## src/include/status_out_pkg.sv

```systemverilog
// constants, function codes and source selection for the status output stage
`default_nettype none
package status_out_pkg;
  // ----------------------------------------------------------------
  // setting code layout
  // ----------------------------------------------------------------
  localparam int CODE_W = 12;
  localparam int FN_W = 8;
  localparam int FN_LSB = 0;
  localparam int PREFIX_LSB = 8;
  localparam logic [3:0] PREFIX_NORMAL = 4'h0;
  localparam logic [3:0] PREFIX_INVERT = 4'h1;
  localparam logic [FN_W-1:0] FN_MAX = 8'h61;

  // ----------------------------------------------------------------
  // function codes
  // ----------------------------------------------------------------
  localparam logic [FN_W-1:0] FN_SPD_AGREE2 = 8'h13;
  localparam logic [FN_W-1:0] FN_USER_AGREE2 = 8'h14;
  localparam logic [FN_W-1:0] FN_SPD_DET3 = 8'h15;
  localparam logic [FN_W-1:0] FN_SPD_DET4 = 8'h16;
  localparam logic [FN_W-1:0] FN_DOWN = 8'h1A;
  localparam logic [FN_W-1:0] FN_BB_NC = 8'h1B;
  localparam logic [FN_W-1:0] FN_MOTOR2 = 8'h1C;
  localparam logic [FN_W-1:0] FN_REGEN = 8'h1D;
  localparam logic [FN_W-1:0] FN_RESET_EN = 8'h1E;
  localparam logic [FN_W-1:0] FN_OVL_ALARM = 8'h1F;
  localparam logic [FN_W-1:0] FN_OH_PRE = 8'h20;
  localparam logic [FN_W-1:0] FN_TRQ_LIM = 8'h30;
  localparam logic [FN_W-1:0] FN_POS_LOCK = 8'h33;
  localparam logic [FN_W-1:0] FN_FREQ_OUT = 8'h37;
  localparam logic [FN_W-1:0] FN_BRAKE = 8'h50;
  localparam logic [FN_W-1:0] FN_CONTACTOR = 8'h51;
  localparam logic [FN_W-1:0] FN_DOOR_ZONE = 8'h52;
  localparam logic [FN_W-1:0] FN_NOT_ZERO = 8'h53;
  localparam logic [FN_W-1:0] FN_LL_DIR = 8'h54;
  localparam logic [FN_W-1:0] FN_LL_DONE = 8'h55;
  localparam logic [FN_W-1:0] FN_SAFE_DIS = 8'h58;

  // ----------------------------------------------------------------
  // overload pre-alarm ratio, 90 percent as 9/10
  // ----------------------------------------------------------------
  localparam int OVL_RATIO_W = 4;
  localparam logic [OVL_RATIO_W-1:0] OVL_ALARM_NUM = 4'h9;
  localparam logic [OVL_RATIO_W-1:0] OVL_ALARM_DEN = 4'hA;

  // ----------------------------------------------------------------
  // status sources
  // ----------------------------------------------------------------
  typedef enum logic [4:0] {
    SRC_NONE, SRC_AGREE2, SRC_USER_AGREE2, SRC_DET3, SRC_DET4, SRC_DOWN,
    SRC_BB_NC, SRC_MOTOR2, SRC_REGEN, SRC_RESET_EN, SRC_OVL, SRC_OH,
    SRC_TRQ_LIM, SRC_POS_LOCK, SRC_FREQ_OUT, SRC_BRAKE, SRC_CONTACTOR,
    SRC_DOOR_ZONE, SRC_NOT_ZERO, SRC_LL_DIR, SRC_LL_DONE, SRC_SAFE_DIS,
    SRC_COUNT
  } src_type;

  function automatic src_type fn_src(input logic [FN_W-1:0] f);
    src_type s;
    s = SRC_NONE;
    if (f == FN_SPD_AGREE2) s = SRC_AGREE2;
    else if (f == FN_USER_AGREE2) s = SRC_USER_AGREE2;
    else if (f == FN_SPD_DET3) s = SRC_DET3;
    else if (f == FN_SPD_DET4) s = SRC_DET4;
    else if (f == FN_DOWN) s = SRC_DOWN;
    else if (f == FN_BB_NC) s = SRC_BB_NC;
    else if (f == FN_MOTOR2) s = SRC_MOTOR2;
    else if (f == FN_REGEN) s = SRC_REGEN;
    else if (f == FN_RESET_EN) s = SRC_RESET_EN;
    else if (f == FN_OVL_ALARM) s = SRC_OVL;
    else if (f == FN_OH_PRE) s = SRC_OH;
    else if (f == FN_TRQ_LIM) s = SRC_TRQ_LIM;
    else if (f == FN_POS_LOCK) s = SRC_POS_LOCK;
    else if (f == FN_FREQ_OUT) s = SRC_FREQ_OUT;
    else if (f == FN_BRAKE) s = SRC_BRAKE;
    else if (f == FN_CONTACTOR) s = SRC_CONTACTOR;
    else if (f == FN_DOOR_ZONE) s = SRC_DOOR_ZONE;
    else if (f == FN_NOT_ZERO) s = SRC_NOT_ZERO;
    else if (f == FN_LL_DIR) s = SRC_LL_DIR;
    else if (f == FN_LL_DONE) s = SRC_LL_DONE;
    else if (f == FN_SAFE_DIS) s = SRC_SAFE_DIS;
    return s;
  endfunction
endpackage
`default_nettype wire

```

## src/hw/speed_hysteresis.sv

```systemverilog
// two-threshold hysteresis flag for signed speed comparisons
`timescale 1ns/1ps
`default_nettype none
module speed_hysteresis #(
  parameter int W = 18
) (
  input wire logic mclk,
  input wire logic sys_rst,
  input wire logic signed [W-1:0] value,
  input wire logic signed [W-1:0] set_thr,
  input wire logic signed [W-1:0] clr_thr,
  output logic flag_q
);
  logic flag_d;

  // set strictly above set_thr, clear strictly below clr_thr, hold between
  assign flag_d = (value > set_thr) ? 1'b1 : ((value < clr_thr) ? 1'b0 : flag_q);

  always_ff @(posedge mclk) begin
    if (sys_rst) begin
      flag_q <= 1'b0;
    end else begin
      flag_q <= flag_d;
    end
  end
endmodule // speed_hysteresis
`default_nettype wire

```

## src/hw/status_output_selector.sv

```systemverilog
// multi-function status output selector for the drive's digital output terminals
//
// Summary of operation
// code 13: close while speed within width of reference, either direction
// code 14: close while speed and reference both within level plus/minus width
// code 15: open above level plus width, stay open until below level
// code 16: close above level, stay closed until below level minus width
// signed level sets direction; opposite travel never satisfies the compare (here it can for codes 14 and 16 when width exceeds the level)
// code 1A: close while driving down, open when up or stopped
// code 1B: open during baseblock, closed otherwise
// code 1C: open for first motor, closed for second motor
// code 1D: close while regenerating
// code 1E: close after reset attempt clears fault; open and fault when exhausted
// code 1F: close when overload estimate exceeds 90% of overload fault level
// code 20: close when heatsink temperature reaches alarm level
// code 30: close at torque limit, only in vector control modes
// code 33: close while rotor inside position lock band during lock
// code 37: close while outputting frequency, open on stop or braking
// code 50: closed requests brake release, open requests brake application
// code 51: closed requests contactor close; controller opens on release
// code 52: close once door zone speed reached; controller opens door
// code 53: closed above zero-speed level, open at zero speed
// code 54 gives light-load direction; code 55 closes when search done
// code 58: close if either safe-disable input open
// codes 100 to 161 select the low two digits inverted
// outputs registered as status xor invert, forced open in reset
`timescale 1ns/1ps
`default_nettype none
module status_output_selector #(
  parameter int NUM_TERM = 3,
  parameter int SPD_W = 16,
  parameter int OVL_W = 16,
  parameter int TEMP_W = 12,
  parameter int POS_W = 16,
  parameter int CNT_W = 4
) (
  input wire logic mclk,
  input wire logic sys_rst,
  input wire logic [NUM_TERM*status_out_pkg::CODE_W-1:0] func_sel,
  input wire logic signed [SPD_W-1:0] motor_speed,
  input wire logic signed [SPD_W-1:0] speed_ref,
  input wire logic signed [SPD_W-1:0] signed_speed_detect_level,
  input wire logic [SPD_W-2:0] speed_detect_width,
  input wire logic [SPD_W-2:0] door_zone_speed_level,
  input wire logic [SPD_W-2:0] zero_speed_level,
  input wire logic run_active,
  input wire logic drive_down,
  input wire logic baseblock,
  input wire logic motor2_active,
  input wire logic regen_active,
  input wire logic fault_active,
  input wire logic reset_attempt,
  input wire logic fault_reset_cmd,
  input wire logic [CNT_W-1:0] auto_reset_attempt_limit,
  input wire logic [OVL_W-1:0] overload_estimate,
  input wire logic [OVL_W-1:0] motor_overload_fault,
  input wire logic [TEMP_W-1:0] heatsink_temp,
  input wire logic [TEMP_W-1:0] heatsink_alarm_level,
  input wire logic torque_limit_hold,
  input wire logic open_loop_vector_mode,
  input wire logic closed_loop_vector_mode,
  input wire logic closed_loop_pm_mode,
  input wire logic position_lock_active,
  input wire logic signed [POS_W-1:0] rotor_position_error,
  input wire logic [POS_W-2:0] position_lock_band,
  input wire logic freq_output_active,
  input wire logic dc_injection_braking,
  input wire logic short_circuit_braking,
  input wire logic brake_release_req,
  input wire logic contactor_close_req,
  input wire logic light_load_dir_up,
  input wire logic light_load_search_busy,
  input wire logic safe_disable_input_a,
  input wire logic safe_disable_input_b,
  output logic [NUM_TERM-1:0] term_closed_q,
  output logic auto_reset_fault_q
);
  localparam int EW = SPD_W + 2;
  localparam int CW = status_out_pkg::CODE_W;
  localparam int SRC_N = int'(status_out_pkg::SRC_COUNT);

  // ----------------------------------------------------------------
  // helpers
  // ----------------------------------------------------------------
  function automatic logic signed [EW-1:0] sx(input logic signed [SPD_W-1:0] x);
    return EW'(x);
  endfunction

  function automatic logic signed [EW-1:0] mag(input logic signed [SPD_W-1:0] x);
    logic signed [EW-1:0] e;
    e = EW'(x);
    return (e < 0) ? -e : e;
  endfunction

  // ----------------------------------------------------------------
  // safe-disable pin synchronisers
  // ----------------------------------------------------------------
  logic [1:0] sd_meta_q;
  logic [1:0] sd_sync_q;

  always_ff @(posedge mclk) begin
    if (sys_rst) begin
      sd_meta_q <= '0;
      sd_sync_q <= '0;
    end else begin
      sd_meta_q <= {safe_disable_input_b, safe_disable_input_a};
      sd_sync_q <= sd_meta_q;
    end
  end

  // ----------------------------------------------------------------
  // speed arithmetic
  // ----------------------------------------------------------------
  logic signed [EW-1:0] spd_e;
  logic signed [EW-1:0] ref_e;
  logic signed [EW-1:0] lvl_e;
  logic signed [EW-1:0] wid_e;
  logic signed [EW-1:0] dev_mag;
  logic lvl_neg;
  logic signed [EW-1:0] dir_spd;
  logic signed [EW-1:0] dir_lvl;
  logic signed [EW-1:0] det3_set;
  logic signed [EW-1:0] det4_clr;
  logic spd_in_band;
  logic ref_in_band;

  assign spd_e = sx(motor_speed);
  assign ref_e = sx(speed_ref);
  assign lvl_e = sx(signed_speed_detect_level);
  assign wid_e = EW'(speed_detect_width);
  assign dev_mag = (spd_e > ref_e) ? (spd_e - ref_e) : (ref_e - spd_e);
  // direction from level sign
  assign lvl_neg = signed_speed_detect_level < 0;
  assign dir_spd = lvl_neg ? -spd_e : spd_e;
  assign dir_lvl = lvl_neg ? -lvl_e : lvl_e;
  assign det3_set = dir_lvl + wid_e;
  assign det4_clr = dir_lvl - wid_e;
  // signed band keeps the user agree direction-specific only while width does not exceed the level magnitude
  assign spd_in_band = (spd_e >= lvl_e - wid_e) && (spd_e <= lvl_e + wid_e);
  assign ref_in_band = (ref_e >= lvl_e - wid_e) && (ref_e <= lvl_e + wid_e);

  // ----------------------------------------------------------------
  // hysteresis detectors shared by all terminals
  // ----------------------------------------------------------------
  logic det3_over_q;
  logic det4_over_q;

  // open above level plus width
  speed_hysteresis #(.W(EW)) u_det3 (
    .mclk(mclk),
    .sys_rst(sys_rst),
    .value(dir_spd),
    .set_thr(det3_set),
    .clr_thr(dir_lvl),
    .flag_q(det3_over_q)
  );

  // close above level
  speed_hysteresis #(.W(EW)) u_det4 (
    .mclk(mclk),
    .sys_rst(sys_rst),
    .value(dir_spd),
    .set_thr(dir_lvl),
    .clr_thr(det4_clr),
    .flag_q(det4_over_q)
  );

  // ----------------------------------------------------------------
  // automatic reset tracking
  // ----------------------------------------------------------------
  logic [CNT_W-1:0] attempt_cnt_q;
  logic attempt_pend_q;
  logic reset_en_q;
  logic limit_hit;

  assign limit_hit = reset_attempt && (attempt_cnt_q >= auto_reset_attempt_limit);

  // reset-enabled and exhaustion
  always_ff @(posedge mclk) begin
    if (sys_rst) begin
      attempt_cnt_q <= '0;
      attempt_pend_q <= 1'b0;
      reset_en_q <= 1'b0;
      auto_reset_fault_q <= 1'b0;
    end else if (limit_hit) begin
      attempt_pend_q <= 1'b0;
      reset_en_q <= 1'b0;
      auto_reset_fault_q <= 1'b1;
    end else if (fault_reset_cmd) begin
      attempt_cnt_q <= '0;
      attempt_pend_q <= 1'b0;
      reset_en_q <= 1'b0;
      auto_reset_fault_q <= 1'b0;
    end else if (reset_attempt && !auto_reset_fault_q) begin
      attempt_cnt_q <= attempt_cnt_q + 1'b1;
      attempt_pend_q <= 1'b1;
    end else if (attempt_pend_q && !fault_active) begin
      attempt_pend_q <= 1'b0;
      reset_en_q <= 1'b1;
    end
  end

  // ----------------------------------------------------------------
  // status source vector
  // ----------------------------------------------------------------
  logic [SRC_N-1:0] src;
  logic [OVL_W+3:0] ovl_scaled;
  logic [OVL_W+3:0] ovl_thr;
  logic signed [POS_W:0] pos_e;
  logic [POS_W:0] pos_mag;
  logic vector_mode;

  assign ovl_scaled = (OVL_W+4)'(overload_estimate) * (OVL_W+4)'(status_out_pkg::OVL_ALARM_DEN);
  assign ovl_thr = (OVL_W+4)'(motor_overload_fault) * (OVL_W+4)'(status_out_pkg::OVL_ALARM_NUM);
  assign pos_e = (POS_W+1)'(rotor_position_error);
  assign pos_mag = (pos_e < 0) ? (POS_W+1)'(-pos_e) : (POS_W+1)'(pos_e);
  assign vector_mode = open_loop_vector_mode | closed_loop_vector_mode | closed_loop_pm_mode;

  assign src[status_out_pkg::SRC_NONE] = 1'b0;
  // agree, both directions
  assign src[status_out_pkg::SRC_AGREE2] = dev_mag <= wid_e;
  // both within band
  assign src[status_out_pkg::SRC_USER_AGREE2] = spd_in_band && ref_in_band;
  assign src[status_out_pkg::SRC_DET3] = !det3_over_q;
  assign src[status_out_pkg::SRC_DET4] = det4_over_q;
  // down direction
  assign src[status_out_pkg::SRC_DOWN] = run_active && drive_down;
  // baseblock n.c.
  assign src[status_out_pkg::SRC_BB_NC] = !baseblock;
  // motor select
  assign src[status_out_pkg::SRC_MOTOR2] = motor2_active;
  // regeneration
  assign src[status_out_pkg::SRC_REGEN] = regen_active;
  assign src[status_out_pkg::SRC_RESET_EN] = reset_en_q;
  // overload pre-alarm
  assign src[status_out_pkg::SRC_OVL] = ovl_scaled > ovl_thr;
  // heatsink alarm
  assign src[status_out_pkg::SRC_OH] = heatsink_temp >= heatsink_alarm_level;
  // torque limit in vector modes
  assign src[status_out_pkg::SRC_TRQ_LIM] = torque_limit_hold && vector_mode;
  // position lock band
  assign src[status_out_pkg::SRC_POS_LOCK] =
    position_lock_active && (pos_mag <= (POS_W+1)'(position_lock_band));
  // frequency output
  assign src[status_out_pkg::SRC_FREQ_OUT] = freq_output_active && run_active && !baseblock &&
    !dc_injection_braking && !short_circuit_braking;
  // brake release request
  assign src[status_out_pkg::SRC_BRAKE] = brake_release_req;
  // contactor request
  assign src[status_out_pkg::SRC_CONTACTOR] = contactor_close_req;
  // door zone speed
  assign src[status_out_pkg::SRC_DOOR_ZONE] =
    run_active && (mag(motor_speed) <= EW'(door_zone_speed_level));
  // not zero speed
  assign src[status_out_pkg::SRC_NOT_ZERO] = mag(motor_speed) > EW'(zero_speed_level);
  // light-load direction and done
  assign src[status_out_pkg::SRC_LL_DIR] = light_load_dir_up;
  assign src[status_out_pkg::SRC_LL_DONE] = !light_load_search_busy;
  // either safe-disable open
  assign src[status_out_pkg::SRC_SAFE_DIS] = !(sd_sync_q[0] && sd_sync_q[1]);

  // ----------------------------------------------------------------
  // per-terminal selection
  // ----------------------------------------------------------------
  logic [NUM_TERM-1:0] term_d;

  for (genvar t = 0; t < NUM_TERM; t++) begin : g_term
    logic [CW-1:0] code;
    logic [3:0] prefix;
    logic [status_out_pkg::FN_W-1:0] fn;
    logic code_ok;
    logic inv;
    status_out_pkg::src_type sel;

    assign code = func_sel[t*CW +: CW];
    assign prefix = code[status_out_pkg::PREFIX_LSB +: 4];
    assign fn = code[status_out_pkg::FN_LSB +: status_out_pkg::FN_W];
    // leading one inverts
    assign inv = prefix == status_out_pkg::PREFIX_INVERT;
    assign code_ok = (prefix == status_out_pkg::PREFIX_NORMAL) ||
      (inv && fn <= status_out_pkg::FN_MAX);
    assign sel = code_ok ? status_out_pkg::fn_src(fn) : status_out_pkg::SRC_NONE;
    // status xor invert; invalid prefixes and inverted codes above 161 stay open
    assign term_d[t] = code_ok && (src[sel] ^ inv);
  end

  // registered, open in reset
  always_ff @(posedge mclk) begin
    if (sys_rst) begin
      term_closed_q <= '0;
    end else begin
      term_closed_q <= term_d;
    end
  end

  // ----------------------------------------------------------------
  // checks on terminal 0, plus reset of all terminals and reset exhaustion
  // ----------------------------------------------------------------
  logic [CW-1:0] code0;
  assign code0 = func_sel[CW-1:0];
endmodule // status_output_selector
`default_nettype wire

```

## config.mk

```make
export PLATFORM = sky130hd
export DESIGN_NAME = status_output_selector
export DESIGN_NICKNAME = d
export VERILOG_FILES = /design/src/include/status_out_pkg.sv /design/src/hw/speed_hysteresis.sv /design/src/hw/status_output_selector.sv
export SDC_FILE = /design/constraint.sdc
export NUM_CORES = 1
export LEC_CHECK = 0
export ABC_CLOCK_PERIOD_IN_PS = 8250
export BUFFER_PORTS_ARGS = -buffer_cell sky130_fd_sc_hd__buf_2
export CAP_MARGIN = 15
export CORE_ASPECT_RATIO = 0.5
export CORE_UTILIZATION = 53
export DETAILED_ROUTE_END_ITERATION = 7
export PLACE_DENSITY_LB_ADDON = 0.1
export SLEW_MARGIN = 20
export SYNTH_ARGS = -nofsm -noshare
export SYNTH_HDL_FRONTEND = slang
export SYNTH_SLANG_ARGS = --single-unit
```

## constraint.sdc

```tcl
create_clock -name mclk -period 8.25 [get_ports mclk]
set_input_delay 0.4125 -clock mclk [delete_from_list [all_inputs] [get_ports mclk]]
set_output_delay 0.4125 -clock mclk [all_outputs]
set_load 0.02 [all_outputs]
```

After elaboration in Yosys (flattened, before gate mapping)
Cells that the tools add are included.

Bits in registers: 16. Bits of input ports: 244. Output and inout bits: 4. Word-level logic and storage cells: 249.

Add/subtract/negate cells: 10. Multiply operators: 2. Magnitude comparators: 25. Equality and inequality tests: 66. Mux-type cells: 87. Bitwise logic cells: 7. Reduce and logical (&&, ||, !) cells: 43.

Operator list (number): $mux 5 (66); $eq 8x5->1 const B (30); $eq 8x7->1 const B (21); $eq 8x6->1 const B (12); $mux 18 (4); $sub 16x16->17 (3); $lt 16x1->1 const B (3); $gt 18x18->1 (2); $lt 18x18->1 (2); $neg 16->18 (2); $ge 16x17->1 (2); $le 16x17->1 (2); $le 8x7->1 const B (3); $logic_and 1x1->1 (21); $gt 20x20->1 (1); $mul 16x4->20 const B (1); $mul 16x3->19 const B (1); $add 18x16->18 (1); $gt 18x15->1 (1); $le 18x15->1 (1); $le 18x16->1 (1); $lt 5x6->1 const B (3); $sub 18x16->18 (1); $add 16x16->17 (1); other kinds (20) (55).

Longest topological paths before layout
Word-level depth: 27. Depth in mapped cells: 25. Gate-level depth less buffers: 25.

Modules after synthesis
From an unflattened synthesis, not the netlist that was laid out.

Cell total of the unflattened synthesis: 2104. Area, all modules: 15244.6 µm².

By module, submodules not included: status_output_selector (instances 1, cells each 1848, area each 13370.3 µm², sequential area each 280.3 µm²); speed_hysteresis (instances 2, cells each 128, area each 937.1 µm², sequential area each 20.0 µm²).

Worst setup path after synthesis
OpenSTA, ideal clock, no wires.

Path type: in2reg. Start point: input port motor_speed[14]. End point: register term_closed_q[0]. Setup time: 72 ps. Arrival: 5180 ps. Data required time: 8178 ps. Setup slack: 2999 ps. Cell stages on the path: 25. Buffers on the path: 4. Path through: clkbuf_1 inv_1 ha_1 buf_2 nand4_1 or4_1 o21ai_1 nor2_1 a21oi_2 buf_4 buf_2 o211ai_1 o31ai_1 xnor2_1 ha_1 a21o_1 a21o_1 a221o_1 a21oi_1 a21oi_1 a31o_2 o2111ai_1 nand3_1 a211oi_1 mux2i_1.

Word-level cells in the longest chain between the ends: 8. Elaborated cells on any way between the ends: 19. Classes of those cells: 3 x add/sub; 7 x order compare; 4 x mux; 1 x bitwise; 4 x reduce/logical.

Ends and longest elaborated chain: start, declared (line status_output_selector.sv:40) `input wire logic signed [SPD_W-1:0] motor_speed,`; $neg 16->18 / $lt 16x1->1 (equally long branches) (line status_output_selector.sv:92) `return (e < 0) ? -e : e;`; $mux 18 (line status_output_selector.sv:92); $le 18x15->1 (line status_output_selector.sv:253) `run_active && (mag(motor_speed) <= EW'(door_zone_speed_level));`; $logic_and 1x1->1 (line status_output_selector.sv:253); $bmux 1 s5 (*) (line status_output_selector.sv:284) `assign term_d[t] = code_ok && (src[sel] ^ inv);`; $mux 1 (not written as such) (*) (line status_output_selector.sv:284); $xor 1x1->1 (*) (line status_output_selector.sv:284); $logic_and 1x1->1 (*) (line status_output_selector.sv:284); end signal, assigned (line status_output_selector.sv:292) `term_closed_q <= term_d;`; end, declared (line status_output_selector.sv:75) `output logic [NUM_TERM-1:0] term_closed_q,`.

Mark *: on every way between the ends. The rest lies on a longest branch, timed or not. The select of a mux whose other input is x is not followed. A chain may end at the register's enable or synchronous reset.

Worst setup path in the final report
Start point: input port motor_speed[15]. End point: register term_closed_q[2].

The elaborated chain is that of the path after synthesis.

==> results.md <==
- Status: finished, final reports clean
- Number of synthesized register bits: 16
- Hold Startpoint: safe_disable_input_b
- R2R Path Start: attempt_cnt_q[0]
- Slew HR: 35.02%
- Crit Path Max Fanout: 26
- Final nets: 2825
- Clock period minus worst slack: 6.398 ns
- Initial antenna violation count: 1
- CTS tree: done
- CP Capture Point: term_closed_q[2]
- Worst-Margin Slew: 0.9616 ns
- Leakage power: 8.031 nW
- Share of cells above drive strength 1: 13.69%
- Total Routing Usage GR: 30.73%
- Final hold viol count: 0
- Largest net degree at the start of global routing: 41
- Final period utilization: 77.55%
- Buffers on Ports: 247
- Clk sinks: 16
- First-pass GRT wire length: 71590 µm
- Max H-tree Level: 1
- Crit path from: motor_speed[15]
- Number of global-route vias before repair: 14.00k
- Post-route antenna net violation count: 0
- R2r endpoint: attempt_cnt_q[3]
- Worst r2r path cells: 10
- Later-pin clock latency in the skew report: 0.25 ns
- Area delta synth->final: 10.57%
- RSZ-0062 raised after global routing: false
- CTS clk-pin slew, worst paths: 0.05 ns
- Share of the synthesized area in the top cell type: 31.22%
- Via count: 15.11k
- DIE AREA: 28380 µm²
- Setup TNS: 0 ns
- DRT Pass-1 Iters: 5
- DR iter-0 viols: 1081
- Sequential cell area: 320.3 µm²
- Total CTS buffers: 3
- Worst setup EP type: flip-flop
- Synth Area per Inst: 7.290 µm²
- Fin Clk Skew: 0.0009712 ns
- Power Density: 96.10 nW/µm²
- Final slew viol count: 0
- Ys flop type: dfxtp_1
- Syn. warnings: 0
- R2R Setup Slk: 5.86 ns
- Die X: 237.3 µm
- IR drop worst, VDD: 63.71 µV
- Root buf cell: clkbuf_16
- Fin util: 60.51%
- Post-synth EDFFs: 0
- Cell taking the most area after synthesis: ha_1
- Ys async rst share: 0%
- Synth area leaders: ha_1 31%, xnor2_1 7.0%, inv_1 5.7%
- Hold Crit Class: primary input to flip-flop
- Mapped cell area: 14670 µm²
- FMAX: 156.3 MHz
- Final wirelength: 44360 µm
- Cells after Synth: 2012
- Total setup buffers inserted after CTS: 0
- Critical path class: primary input to flip-flop
- Max_cap viols: 0
- Congestion Overflow GR: 0
- WP data required: 8.38 ns
- Sequential area share after synthesis: 2.184%
- Gpl congestion: 1.021
- Post-DP HPWL: 38130 µm
- Layout fillers: 2624
- Post-DR wirelength/cell: 17.33 µm
- Max Buffers Root-to-Sink: 2
- Post-synth cell types: 95
- Core Box Area: 26800 µm²
- Initial Util: 54.72%
- Critical path arrival: 6.53 ns
- Tot Pwr: 0.001558 W
- Via density: 5.902
- Area occupied by multi-input gates: 13270 µm²
- Setup Viol. Count Final: 0
- CP startpoint kind: primary input
- CTS Hold Bufs: 0
- Cts repair resizes: 0
- Cell Rows: 42
- Die H: 119.6 µm
- I/O pins: 248
- Number of remaining DRC errors: 0
state kept, by name (all words and copies together), names as in the netlist:
register and count:
attempt_cnt_q 4, term_closed_q 3, sd_meta_q 2, sd_sync_q 2, attempt_pend_q 1, auto_reset_fault_q 1, reset_en_q 1, u_det3.flag_q 1
u_det4.flag_q 1
kinds of logic (layout without fill, tap and decap cells):
family | count (synthesis) | after routing | share of synthesized area [%]
fa+ha+maj | 374 | 374 | 32.32
mux | 37 | 37 | 2.687
simple gates | 587 | 587 | 20.97
xor+xnor | 144 | 144 | 8.599
compound gates | 569 | 569 | 25.76
flops | 16 | 16 | 2.184
buf+inv | 284 | 476 | 7.456
other cells | 1 | 5 | 0.02557
worst min path at each step:
stage	end	depth (start not counted)
2_1_floorplan	sd_sync_q[0]	1
3_3_place_gp	sd_sync_q[0]	1
3_5_place_dp	sd_sync_q[1]	1
4_1_cts	sd_meta_q[1]	2
5_1_grt	sd_meta_q[1]	2
6_report	sd_meta_q[1]	2
routing by layer:
metal | global-route usage [%] | wire [µm] | vias to the layer above
li1 | - | - | 7743
met1 | 42.74 | 21040 | 6808
met2 | 51.87 | 19530 | 509
met3 | 2.807 | 3054 | 48
met4 | 5.565 | 726 | 0
met5 | 0 | 0 | -
stage by stage:
stage / cells / instance area, µm² / setup slack (ns) / hold WS, ns
global placement: 2554 / 16120 / 1.853 / 0.4193
finish: 2560 / 16220 / 1.852 / 0.3702
CTS: 2558 / 16210 / 2.038 / 0.3719
floorplan: 2014 / 14670 / 2.999 / 0.4138
global route: 2559 / 16210 / 1.509 / 0.3718
detailed placement: 2554 / 16120 / 1.806 / 0.4239
cell type report:
class | instances | share of cell area (%)
Multi-Input combinational cell | 1714 | 81.81
Antenna cell | 2 | 0.03086
Clock buffer | 4 | 0.5478
Sequential cell | 16 | 1.975
Inverter | 221 | 5.115
Tap cell | 352 | 2.716
Timing Repair Buffer | 251 | 7.808
where the power goes:
group / internal [W] / switching (W) / total [W]
sequential: 0.0000811 / 0.00000359 / 0.0000847
clock: 0.0000738 / 0.0000341 / 0.000108
combinational: 0.000587 / 0.000779 / 0.00137
critical path, stage by stage:
cell	delay [ns]
buf_2	0.42
inv_1	0.15
ha_1	0.46
nand4_1	0.25
or4_1	0.65
o21ai_1	0.20
nor2_1	0.09
a21oi_2	0.70
mux2_2	0.42
a31oi_1	0.24
o21bai_1	0.18
a31oi_1	0.23
xnor2_1	0.09
ha_1	0.30
nand3_1	0.14
o32a_1	0.35
a21oi_1	0.16
a31o_2	0.13
o2111ai_1	0.32
a221oi_1	0.39
a211oi_1	0.10
mux2i_1	0.12
cell usage after synthesis (12+ instances only):
cell / number
nand2b_1: 26
o21ai_0: 105
o21a_1: 23
xnor2_1: 117
nand4_1: 38
nor4_1: 14
a21boi_0: 12
dfxtp_1: 16
a211oi_1: 29
nand2_1: 124
mux2i_1: 27
nand3_1: 55
inv_1: 221
ha_1: 366
or2_2: 12
o31ai_1: 16
a31oi_1: 19
o211ai_1: 23
xor2_1: 27
o21bai_1: 27
nor3_1: 46
a21oi_1: 154
or3_1: 24
a21o_1: 45
nor2b_1: 45
nor2_1: 121
clkbuf_1: 49
layout by cell type (no fill, tap or decap), types with 10 or more instances in the layout:
cell	count
a2111oi_0	10
a211oi_1	29
a21boi_0	12
a21o_1	45
a21oi_1	154
a31oi_1	19
and2_1	11
and3_1	11
buf_2	247
dfxtp_1	16
ha_1	366
inv_1	221
mux2i_1	27
nand2_1	124
nand2b_1	26
nand3_1	55
nand4_1	38
nor2_1	121
nor2b_1	45
nor3_1	46
nor3b_1	11
nor4_1	14
o211ai_1	23
o21a_1	23
o21ai_0	105
o21bai_1	27
o31ai_1	16
or2_2	12
or3_1	24
xnor2_1	117
xor2_1	27
(Power assumes the default switching activity.)
